File: config.mk
export PLATFORM = sky130hd
export DESIGN_NAME = afp_top
export DESIGN_NICKNAME = d
export VERILOG_FILES = /design/src/hw/afp_pkg.sv /design/src/hw/afp_top.sv /design/src/hw/afp_formatter.sv
export SDC_FILE = /design/constraint.sdc
export NUM_CORES = 1
export LEC_CHECK = 0
export BUFFER_PORTS_ARGS = -buffer_cell sky130_fd_sc_hd__buf_2
export CAP_MARGIN = 10
export CORE_ASPECT_RATIO = 0.9
export CORE_UTILIZATION = 35
export CTS_BUF_LIST = sky130_fd_sc_hd__clkbuf_8
export CTS_CLUSTER_DIAMETER = 100
export DETAILED_ROUTE_END_ITERATION = 10
export SETUP_SLACK_MARGIN = 0.05
export SKIP_CTS_REPAIR_TIMING = 1
export SYNTH_ARGS = -nofsm -noshare
export SYNTH_HDL_FRONTEND = slang
export SYNTH_SLANG_ARGS = --single-unit
File: constraint.sdc
create_clock -name i_mclk -period 3 [get_ports i_mclk]
set_input_delay 0.45 -clock i_mclk [delete_from_list [all_inputs] [get_ports i_mclk]]
set_output_delay 0.45 -clock i_mclk [all_outputs]
set_load 0.02 [all_outputs]
File: src/hw/afp_pkg.sv
// Shared constants and carriers for the converter output/power block.
// Assumes a single 50 MHz clock domain and a plain register port.
package afp_pkg;

  // ----------------------------------------------------------------
  // Register map (word addresses on the plain register port)
  // ----------------------------------------------------------------
  localparam logic [3:0] ADDR_RESULT_HIGH = 4'h0;
  localparam logic [3:0] ADDR_RESULT_LOW = 4'h1;
  localparam logic [3:0] ADDR_CONFIG = 4'h2;
  localparam logic [3:0] ADDR_POWER = 4'h3;
  localparam logic [3:0] ADDR_CONTROL = 4'h4;
  localparam logic [3:0] ADDR_STATUS = 4'h5;

  // ----------------------------------------------------------------
  // Field positions
  // ----------------------------------------------------------------
  localparam int CFG_OVERSAMPLE_LSB = 2;
  localparam int CFG_AVERAGE_LSB = 5;
  localparam int PWR_AMP_BIAS_LSB = 0;
  localparam int PWR_ADC_BIAS_LSB = 2;
  localparam int PWR_AMP_EN_BIT = 4;
  localparam int PWR_ADC_EN_BIT = 5;
  localparam int CTL_START_BIT = 0;
  localparam int CTL_DEFAULT_START_BIT = 1;
  localparam int STS_BUSY_BIT = 0;
  localparam int STS_DONE_BIT = 1;

  // ----------------------------------------------------------------
  // Reset values and limits
  // ----------------------------------------------------------------
  localparam logic [2:0] OVERSAMPLE_CODE_RESET = 3'h0;
  localparam logic [1:0] AVERAGE_CODE_RESET = 2'h0;
  localparam logic [1:0] BIAS_RESET = 2'h3;
  localparam logic [15:0] FULL_SCALE_POS = 16'h7FFF;
  localparam logic [15:0] FULL_SCALE_NEG = 16'h8000;
  localparam int RESULT_BITS = 16;
  localparam int OVERSAMPLE_BASE_LOG2 = 3;
  localparam logic [4:0] RES_MAX = 5'h10;

  // Sampler handshake and raw conversion word
  typedef struct packed {
    logic valid;
    logic over;
    logic under;
    logic [15:0] value;
  } afp_sample_t;

  typedef enum logic [1:0] {
    ST_IDLE = 2'b00,
    ST_CONVERT = 2'b01,
    ST_DONE = 2'b10
  } afp_state_t;

endpackage

File: src/hw/afp_top.sv
// Converter output formatting, bias and power control, register port.
// Assumes the analog sampler delivers a raw word with a valid pulse
// on the same clock and drives over/under flags with it.
`timescale 1ns/1ns
`default_nettype none
module afp_top (
  // Clock and reset
  input wire logic i_mclk,
  input wire logic i_rst,
  // Register port
  input wire logic [3:0] i_addr,
  input wire logic [7:0] i_wdata,
  input wire logic i_wr,
  input wire logic i_rd,
  output logic [7:0] o_rdata,
  // Analog sampler interface
  input wire afp_pkg::afp_sample_t i_sample,
  output logic o_conv_start,
  output logic [10:0] o_integration_cycles,
  output logic [3:0] o_elem_count,
  // Bias and power controls
  output logic [1:0] o_amp_bias_level,
  output logic [1:0] o_adc_bias_level,
  output logic o_amp_enable,
  output logic o_adc_enable
);

  // ----------------------------------------------------------------
  // State
  // ----------------------------------------------------------------
  typedef struct packed {
    afp_pkg::afp_state_t state;
    logic [15:0] result;
    logic [2:0] oversampling_code;
    logic [1:0] averaging_count_code;
    logic [1:0] amp_bias;
    logic [1:0] adc_bias;
    logic amp_en;
    logic adc_en;
    logic done;
    logic start;
    logic [7:0] rdata;
    logic [10:0] integration_cycles;
    logic [3:0] elem_count;
  } afp_regs_t;

  afp_regs_t st_reg;
  afp_regs_t st_next;
  logic [15:0] fmt_word;

  // Result formatting
  afp_formatter u_fmt (
    .i_sample(i_sample),
    .i_oversampling_code(st_reg.oversampling_code),
    .i_averaging_count_code(st_reg.averaging_count_code),
    .o_word(fmt_word)
  );

  // ----------------------------------------------------------------
  // Next-state logic
  // ----------------------------------------------------------------
  always_comb begin
    st_next = st_reg;
    st_next.start = 1'b0;
    st_next.rdata = 8'h00;
    // Register writes
    if (i_wr) begin
      if (i_addr == afp_pkg::ADDR_CONFIG) begin
        st_next.oversampling_code =
          i_wdata[afp_pkg::CFG_OVERSAMPLE_LSB +: 3];
        st_next.averaging_count_code =
          i_wdata[afp_pkg::CFG_AVERAGE_LSB +: 2];
      end else if (i_addr == afp_pkg::ADDR_POWER) begin
        st_next.amp_bias = i_wdata[afp_pkg::PWR_AMP_BIAS_LSB +: 2];
        st_next.adc_bias = i_wdata[afp_pkg::PWR_ADC_BIAS_LSB +: 2];
        st_next.amp_en = i_wdata[afp_pkg::PWR_AMP_EN_BIT];
        st_next.adc_en = i_wdata[afp_pkg::PWR_ADC_EN_BIT];
      end else if (i_addr == afp_pkg::ADDR_CONTROL) begin
        if (i_wdata[afp_pkg::CTL_START_BIT]
            || i_wdata[afp_pkg::CTL_DEFAULT_START_BIT]) begin
          st_next.start = 1'b1;
          st_next.state = afp_pkg::ST_CONVERT;
          st_next.done = 1'b0;
        end
      end
    end
    // Oversampling and averaging counts for the sampler
    st_next.integration_cycles =
      11'h008 << st_next.oversampling_code;
    st_next.elem_count = 4'h1 << st_next.averaging_count_code;
    // Conversion sequencing
    case (st_reg.state)
      afp_pkg::ST_IDLE: begin
      end
      afp_pkg::ST_CONVERT: begin
        if (i_sample.valid && !st_next.start) begin
          st_next.result = fmt_word;
          st_next.done = 1'b1;
          st_next.state = afp_pkg::ST_DONE;
        end
      end
      afp_pkg::ST_DONE: begin
        if (!st_next.start) begin
          st_next.state = afp_pkg::ST_IDLE;
        end
      end
      default: begin
        st_next.state = afp_pkg::ST_IDLE;
      end
    endcase
    // Register reads, data one cycle later
    if (i_rd) begin
      if (i_addr == afp_pkg::ADDR_RESULT_HIGH) begin
        st_next.rdata = st_reg.result[15:8];
      end else if (i_addr == afp_pkg::ADDR_RESULT_LOW) begin
        st_next.rdata = st_reg.result[7:0];
      end else if (i_addr == afp_pkg::ADDR_CONFIG) begin
        st_next.rdata = {1'b0, st_reg.averaging_count_code,
                         st_reg.oversampling_code, 2'b00};
      end else if (i_addr == afp_pkg::ADDR_POWER) begin
        st_next.rdata = {2'b00, st_reg.adc_en, st_reg.amp_en,
                         st_reg.adc_bias, st_reg.amp_bias};
      end else if (i_addr == afp_pkg::ADDR_STATUS) begin
        st_next.rdata = {6'h00, st_reg.done,
                         st_reg.state == afp_pkg::ST_CONVERT};
      end else begin
        st_next.rdata = 8'h00;
      end
    end
  end

  // ----------------------------------------------------------------
  // State register
  // ----------------------------------------------------------------
  always_ff @(posedge i_mclk or posedge i_rst) begin
    if (i_rst) begin
      st_reg <= '{state: afp_pkg::ST_IDLE, result: 16'h0000,
                  oversampling_code: afp_pkg::OVERSAMPLE_CODE_RESET,
                  averaging_count_code: afp_pkg::AVERAGE_CODE_RESET,
                  amp_bias: afp_pkg::BIAS_RESET,
                  adc_bias: afp_pkg::BIAS_RESET,
                  amp_en: 1'b0, adc_en: 1'b0, done: 1'b0,
                  start: 1'b0, rdata: 8'h00,
                  integration_cycles: 11'h008, elem_count: 4'h1};
    end else begin
      st_reg <= st_next;
    end
  end

  // Outputs straight from flip-flops
  assign o_rdata = st_reg.rdata;
  assign o_conv_start = st_reg.start;
  assign o_integration_cycles = st_reg.integration_cycles;
  assign o_elem_count = st_reg.elem_count;
  assign o_amp_bias_level = st_reg.amp_bias;
  assign o_adc_bias_level = st_reg.adc_bias;
  assign o_amp_enable = st_reg.amp_en;
  assign o_adc_enable = st_reg.adc_en;
endmodule
`default_nettype wire

File: src/hw/afp_formatter.sv
// Result formatter: saturation and forced low-order pattern.
// Assumes raw value is a signed 16-bit word; purely combinational.
`timescale 1ns/1ns
`default_nettype none
module afp_formatter (
  // Raw sample and resolution settings
  input wire afp_pkg::afp_sample_t i_sample,
  input wire logic [2:0] i_oversampling_code,
  input wire logic [1:0] i_averaging_count_code,
  // Formatted word
  output logic [15:0] o_word
);

  logic [4:0] res;
  logic [4:0] nforce;
  logic [15:0] sat;
  logic [15:0] keep_mask;
  logic [15:0] pattern;

  // Resolution: twice log2 of ratio plus log2 of count, capped
  always_comb begin
    res = 5'((afp_pkg::OVERSAMPLE_BASE_LOG2
      + {2'h0, i_oversampling_code}) * 2)
      + {3'h0, i_averaging_count_code};
    if (res > afp_pkg::RES_MAX) begin
      res = afp_pkg::RES_MAX;
    end
    nforce = afp_pkg::RES_MAX - res;
  end

  // Clamp out-of-range input to nearest full scale
  always_comb begin
    if (i_sample.over) begin
      sat = afp_pkg::FULL_SCALE_POS;
    end else if (i_sample.under) begin
      sat = afp_pkg::FULL_SCALE_NEG;
    end else begin
      sat = i_sample.value;
    end
  end

  // One at top non-significant bit, zeros below
  always_comb begin
    keep_mask = 16'hFFFF << nforce;
    pattern = 16'h0000;
    if (nforce != 5'h00) begin
      pattern = 16'h0001 << (nforce - 5'h01);
    end
    o_word = (sat & keep_mask) | pattern;
  end

endmodule
`default_nettype wire

==> flow_summary.yaml, run 1 <==
critical_path:
  crit_path_max_fanout: 9
  arrival_ps: 3080
  endpoint_kind: "register"
  ff2ff_path_depth: 13
  critPathKind: "register to register"
  crit_path_start_kind: "register"
  required_ps: 3250
  timing.rr.start: "st_reg[34]"
  r2r-end: "st_reg[49]"
  ff2ff_setup_slack_ps: 170
outcome:
  status: "finished, final reports clean"
sta:
  period_needed_ps: 2830
  rsz0062_at_grt: "yes"
  fmaxAchievable_mhz: 353
  setup_viol: 0
  max_slew.worst_pin.slew_ps: 1040
  final.period_utilization_pct: 94.4
  drv_slew: 0
  hold_viol_final: 0
  fin_worst_skew_ps: 7.54
  relSlewSlack_pct: 30.5
  tns_ps: 0
synth:
  avgSynthCellArea_um2: 9.77
  synthTopCellsByCount: "dfrtp_1, buf_4, nor2_1"
  synth_edf_count: 0
  syn_inst: 306
  yosysMostFrequentCell: "dfrtp_1"
  ys_seq_area_share_pct: 42.9
  yosys_warnings: 0
  synthArstFlopShare_pct: 100
  syn_area_mm2: 0.00299
  synth_top_cell_by_area: "dfrtp_1"
  synth_area_leaders: "dfrtp_1, buf_4, dfstp_2, ha_1, mux2i_1"
  synth_cell_types: 54
  ys_ff_latch: 51
  synth_top_area_share_pct: 37.7
  synth_ff_type: "dfrtp_1"
power:
  power_leakage_nw: 1.70
  power_density_mw_per_mm2: 810
  ir_drop_mv: 0.279
placed_design:
  port_buffers: 60
  dp_hpwl_um: 5150
  gp_congestion: 0.851
  dp.cells: 440
clocking:
  clk_path_buf_depth: 2
  cts_tree: "built"
  clkTransAtPathRegs_ps: 100
  cts-htree-levels: 2
  numCtsBuffers: 5
  clk_latency_ps: 300
  root_buffer: "clkbuf_8"
  cts.sinks: 51
global_route:
  grt_pass1_vias: 2186
  grt_pass1_wl_um: 11000
  grt_usage_pct: 16.0
  grt_overflow: 0
  antenna_found_initial: 0
  grt_max_degree: 52
floorplan:
  die_w_um: 99.4
  initial_core_util_pct: 36.7
  die_y_um: 89.7
  core_mm2: 0.00815
  rows: 31
  io_pins: 65
  die_area_mm2: 0.00892
final_layout:
  area_growth_pct: 13.3
  antenna_cells: 0
  finish.net_count: 392
  fin_cells: 449
  drive_above_1_share_pct: 32.0
  largest_reg_flops: 24
drt:
  first_pass_iters: 4
  route.detailed.drc: 0
  vias: 2319
  viasPerCell: 5.16
  first_iter_violations: 145
  routed_wirelength_um: 6770
  wl_per_cell_um: 15.1
  detail-route-antenna-nets: 0
job:
  max_cap_violations: 0
hold_path:
  worstHoldPathType: "input port to asynchronous set/reset pin"
final cells by class:
type                            count  area (um2)
Sequential cell                    51        1280
Clock buffer                        6        82.6
Tap cell                           99         124
Multi-Input combinational cell    197        1390
Inverter                           23        86.3
Fill cell                         801        4760
Timing Repair Buffer               71         383
Clock inverter                      2        38.8
per-stage QoR:
step,setup WS [ps],area (um2),power [mW],util (%),hold WS [ps]
floorplan,107,3010,1.93,-,444
global placement,226,3250,2.20,39.9,466
detailed placement,179,3250,2.22,39.9,474
CTS,131,3370,2.74,41.4,385
global route,38.1,3390,2.95,41.6,390
finish,169,3390,2.75,41.6,392
worst max-delay path, stage by stage (launching register included):
cell and delay [ps]:
dfrtp_1 430, inv_1 60, ha_1 280, nand2b_1 190, mux2i_2 180, a21oi_2 210, nand2_2 110, ha_1 240
buf_4 180, nand3_2 130, nand2_1 70, mux2_4 290, a311o_1 300, nand3_1 90
where the power goes:
part	internal (mW)	total (mW)	switching [mW]
registers	0.873	0.982	0.109
logic	0.519	1.26	0.737
clock network	0.275	0.509	0.234
layer usage:
| layer | vias to the layer above | routed length (um) | global-route usage, % |
|---|---|---|---|
| li1 | 1127 | - | - |
| met1 | 1127 | 3190 | 21.5 |
| met2 | 56 | 3220 | 27.0 |
| met3 | 9 | 231 | 2.09 |
| met4 | 0 | 125 | 5.35 |
| met5 | - | 0 | 0 |
cell families after synthesis:
| family | after synthesis | synth area share, % |
|---|---|---|
| AOI/OAI and AO/OA | 61 | 13.9 |
| xor gates and xnor gates | 6 | 2.55 |
| adders and majority gates | 8 | 3.35 |
| buffers and inverters | 60 | 11.3 |
| DFF | 51 | 42.9 |
| muxes | 22 | 9.50 |
| other | 1 | 0.125 |
| and+or+nand+nor | 97 | 16.4 |
cells in the final DEF, fill, tap and decap left out, drive strengths merged, types with 6 or more instances in the layout:
master  Yosys  routed
dfstp       6       6
mux2i      10      10
buf        33      71
nor2       24      24
and3       13      13
ha          8       8
inv        22      23
a21oi      20      20
nand2      21      21
dfrtp      45      45
clkbuf      4       6
o21ai      16      16
nor3        7       7
nand3      12      12
mux2        8       8
worst max path at each step:
stage | from | endpoint
after floorplan | st_reg[33] | st_reg[47]
after global placement | st_reg[34] | st_reg[47]
after detailed placement | st_reg[34] | st_reg[46]
after CTS | st_reg[34] | st_reg[46]
after global routing | st_reg[34] | st_reg[47]
final | st_reg[34] | st_reg[49]
No activity file was read; power rests on OpenSTA's default activity.
==> run 2: changes to the inputs <==
CORE_ASPECT_RATIO = unset   (was 0.9)
==> flow_summary.yaml, run 2 (same netlist as run 1, synthesis figures left out) <==
final_layout:
  largest_reg_flops: 24
  most-common-layout-cells: "buf_2, dfrtp_1, nor2_1"
  drive_above_1_share_pct: 33.7
  layout_commonest_cell: "buf_2"
  finish.net_count: 392
  antenna_cells: 0
  area_growth_pct: 14.1
  fin_area_mm2: 0.00341
critical_path:
  critPathKind: "register to register"
  required_ps: 3240
  endpoint_kind: "register"
  crit_family: "simple AND/OR/NAND/NOR gates"
  cp_slowest_cell: "dfrtp_1"
  cp_slowest_stage_delay_ps: 430
  path_cells: "inv_1 > ha_2 > nand2b_4 > mux2i_2 > a21oi_2 > nand2_2 > ha_4 > buf_6 > nand3_2 > nand2_1 > mux2_4 > a311o_1 > nand3_1"
  crit_path_max_fanout: 9
  arrival_ps: 3040
  crit_path_start_kind: "register"
  crit_buf_inv: 2
global_route:
  grt_pass1_vias: 2241
  antenna_found_initial: 0
  grt_max_degree: 52
  grt_overflow: 0
  grt_usage_pct: 16.0
  grt_pass1_wl_um: 10900
floorplan:
  die_w_um: 94.4
  core_mm2: 0.00826
  die_y_um: 94.4
  initial_core_util_pct: 36.2
  rows: 33
  io_pins: 65
  die_area_mm2: 0.00892
clocking:
  cts_tree: "built"
  numCtsBuffers: 5
  root_buffer: "clkbuf_8"
  cts.sinks: 51
  clk_path_buf_depth: 2
  cts-htree-levels: 2
  clkTransAtPathRegs_ps: 90
  clk_latency_ps: 300
drt:
  detail-route-antenna-nets: 0
  route.detailed.drc: 0
  first_iter_violations: 118
  routed_wirelength_um: 6960
  first_pass_iters: 4
  viasPerCell: 5.12
  wl_per_cell_um: 15.3
  vias: 2329
sta:
  final.period_utilization_pct: 93.5
  rsz0062_at_grt: "no"
  relSlewSlack_pct: 30.1
  fin_worst_skew_ps: 2.23
  period_needed_ps: 2810
  hold_viol_final: 0
  fmaxAchievable_mhz: 356
  max_slew.worst_pin.slew_ps: 1050
  setup_viol: 0
  tns_ps: 0
  drv_slew: 0
outcome:
  status: "finished, final reports clean"
power:
  power_density_mw_per_mm2: 798
  power_leakage_nw: 1.70
  ir_drop_mv: 0.252
placed_design:
  dp_hpwl_um: 5270
  port_buffers: 60
  place_area_mm2: 0.00324
  gp_congestion: 0.949
hold_path:
  worstHoldPathType: "input port to asynchronous set/reset pin"
job:
  max_cap_violations: 0
==> run 2: worst register-to-register path, stage by stage, from the launching register on <==
cell and delay (ps):
dfrtp_1 430, inv_1 80, ha_2 270, nand2b_4 150, mux2i_2 170, a21oi_2 220
nand2_2 150, ha_4 210, buf_6 140, nand3_2 130, nand2_1 80, mux2_4 300
a311o_1 320, nand3_1 100
==> run 2: per-stage QoR <==
stage	utilization [%]	total power [mW]	hold WS, ps	cells	worst slack, ps
5_1_grt	41.3	2.91	393	455	34.9
6_report	41.3	2.72	400	455	194
3_3_place_gp	39.3	2.20	460	444	195
2_1_floorplan	-	1.93	444	308	107
3_5_place_dp	39.3	2.22	467	444	169
4_1_cts	40.3	2.62	389	452	140
==> run 2: final cells by class <==
cell class | instances | area (um2)
Clock buffer | 5 | 68.8
Clock inverter | 3 | 18.8
Tap cell | 105 | 131
Sequential cell | 51 | 1280
Fill cell | 846 | 4850
Timing Repair Buffer | 71 | 387
Multi-Input combinational cell | 197 | 1440
Inverter | 23 | 86.3
==> run 2: power by group <==
| group | internal [mW] | total (mW) | leakage [nW] | switching [mW] |
|---|---|---|---|---|
| Combinational | 0.579 | 1.35 | 0.998 | 0.768 |
| Clock | 0.165 | 0.394 | 0.0483 | 0.229 |
| Sequential | 0.873 | 0.983 | 0.649 | 0.110 |
| Total | 1.62 | 2.72 | 1.70 | 1.11 |
==> run 2: worst paths after layout <==
path                            cells after the start  slack (ps)       start                  end
worst max-delay path                               13         190  st_reg[34]           st_reg[50]
worst min-delay path                                2         400       i_rst           st_reg[32]
worst max register to register                     13         190  st_reg[34]           st_reg[50]
worst min register to register                      2         480  st_reg[48]           st_reg[48]
max in group asynchronous                           2        1960       i_rst           st_reg[45]
min in group i_mclk                                 2         400  i_wdata[0]  o_amp_bias_level[0]
==> run 2: metal layers <==
metal / up-vias / global-route usage [%] / routed length, um
li1: 1126 / - / -
met1: 1134 / 20.4 / 2980
met2: 58 / 27.8 / 3570
met3: 11 / 2.33 / 284
met4: 0 / 5.00 / 130
met5: - / 0 / 0
==> run 3: changes to the inputs <==
PLACE_DENSITY = 0.65   (was unset)
REMOVE_ABC_BUFFERS = 1   (was unset)
==> flow_summary.yaml, run 3 (same netlist as run 1, synthesis figures left out) <==
final_layout:
  fin_util_pct: 41.2
  antenna_cells: 0
  finish.net_count: 392
  area_growth_pct: 13.6
  n_fill_cell: 830
  fin_cells: 455
  fin_area_mm2: 0.00340
  largest_reg_flops: 24
  drive_above_1_share_pct: 32.3
  most-common-layout-cells: "buf_2, dfrtp_1, nor2_1"
  layout_commonest_cell: "buf_2"
critical_path:
  cp_slowest_cell: "dfrtp_1"
  crit_path_start_kind: "register"
  crit_top_cell: "nand2_1"
  cp_slowest_stage_delay_ps: 430
  critPathKind: "register to register"
  endpoint_kind: "register"
  arrival_ps: 3060
  path_cells: "inv_1 > ha_1 > or3b_1 > mux2i_1 > a21oi_2 > nand2_1 > ha_2 > buf_4 > nand2_1 > mux2_4 > a311o_1 > nand3_1"
  crit_path_max_fanout: 6
  required_ps: 3240
floorplan:
  initial_core_util_pct: 36.2
  rows: 33
  die_w_um: 94.4
  die_y_um: 94.4
  die_area_mm2: 0.00892
  io_pins: 65
  core_mm2: 0.00826
sta:
  period_needed_ps: 2820
  fin_worst_skew_ps: 5.79
  rsz0062_at_grt: "yes"
  timing.final.ws_setup_ps: 183
  drv_slew: 0
  hold_viol_final: 0
  setup_viol: 0
  final.period_utilization_pct: 93.9
  relSlewSlack_pct: 63.8
  max_slew.worst_pin.slew_ps: 541
  fmaxAchievable_mhz: 355
clocking:
  clk_latency_ps: 300
  numCtsBuffers: 5
  clk_path_buf_depth: 2
  cts-htree-levels: 2
  cts.sinks: 51
  clkTransAtPathRegs_ps: 90
  cts_tree: "built"
  root_buffer: "clkbuf_8"
global_route:
  grt_pass1_wl_um: 11200
  antenna_found_initial: 0
  grt_pass1_vias: 2316
  grt_max_degree: 52
  grt_overflow: 0
  grt_usage_pct: 16.5
placed_design:
  port_buffers: 60
  dp_hpwl_um: 5380
  gp_congestion: 0.897
  place_area_mm2: 0.00325
  dp.cells: 446
  pre_cts_ws_ps: 121
drt:
  wl_per_cell_um: 15.4
  detail-route-antenna-nets: 0
  viasPerCell: 5.14
  first_iter_violations: 120
  routed_wirelength_um: 6990
  route.detailed.drc: 0
  vias: 2337
  first_pass_iters: 4
power:
  ir_drop_mv: 0.257
  power_leakage_nw: 1.70
  fin_total_pwr_mw: 2.70
  power_density_mw_per_mm2: 794
outcome:
  status: "finished, final reports clean"
hold_path:
  worstHoldPathType: "input port to asynchronous set/reset pin"
job:
  max_cap_violations: 0
## run 3: cell count changes in the layout (fill, tap and decap cells not counted), sizes merged
cell,change
clkbuf,+2
clkinv,-2
clkinvlp,+1
inv,-1
## run 3: per-layer routing
metal	global-route usage (%)	part of all wire, %	vias up
li1	-	-	1127
met1	20.3	42	1146
met2	29.3	53	56
met3	2.33	4.5	8
met4	5.38	1.4	0
met5	0	0	-
## run 3: cell type report
cell class                      instances  area [um2]  area share, %
Multi-Input combinational cell        197        1400           41.1
Sequential cell                        51        1280           37.8
Timing Repair Buffer                   71         395           11.6
Tap cell                              105         131           3.87
Clock buffer                            7        96.3           2.84
Inverter                               23        86.3           2.54
Clock inverter                          1        7.51          0.221
## run 3: power breakdown
part           internal [mW]  switching, mW
clock                  0.210          0.227
combinational          0.540          0.741
sequential             0.873          0.109
total                   1.62           1.08
## run 3: through the flow
stage                     TNS, ps  hold WS, ps
after floorplan              -109          444
after global placement          0          461
after detailed placement        0          475
after CTS                       0          393
after global routing            0         42.2
final                           0         39.2
## run 3: final timing paths
check / depth (start not counted) / slack [ps] / start / endpoint
setup / recovery: 12 / 180 / st_reg[34] / st_reg[49]
hold / removal: 2 / 40 / i_rst / st_reg[49]
setup reg to reg: 12 / 180 / st_reg[34] / st_reg[49]
hold reg to reg: 1 / 490 / st_reg[53] / st_reg[52]
max in group asynchronous: 3 / 2430 / i_rst / o_elem_count[0]
min in group i_mclk: 2 / 400 / i_wdata[2] / o_adc_bias_level[0]
## run 3: critical path, delay by kind of cell (launching register included)
kind / cells / cell delay, ps
DFF: 1 / 430
AOI/OAI and AO/OA: 2 / 420
adders and majority gates: 2 / 450
and+or+nand+nor: 4 / 670
muxes: 2 / 530
buffers and inverters: 2 / 250
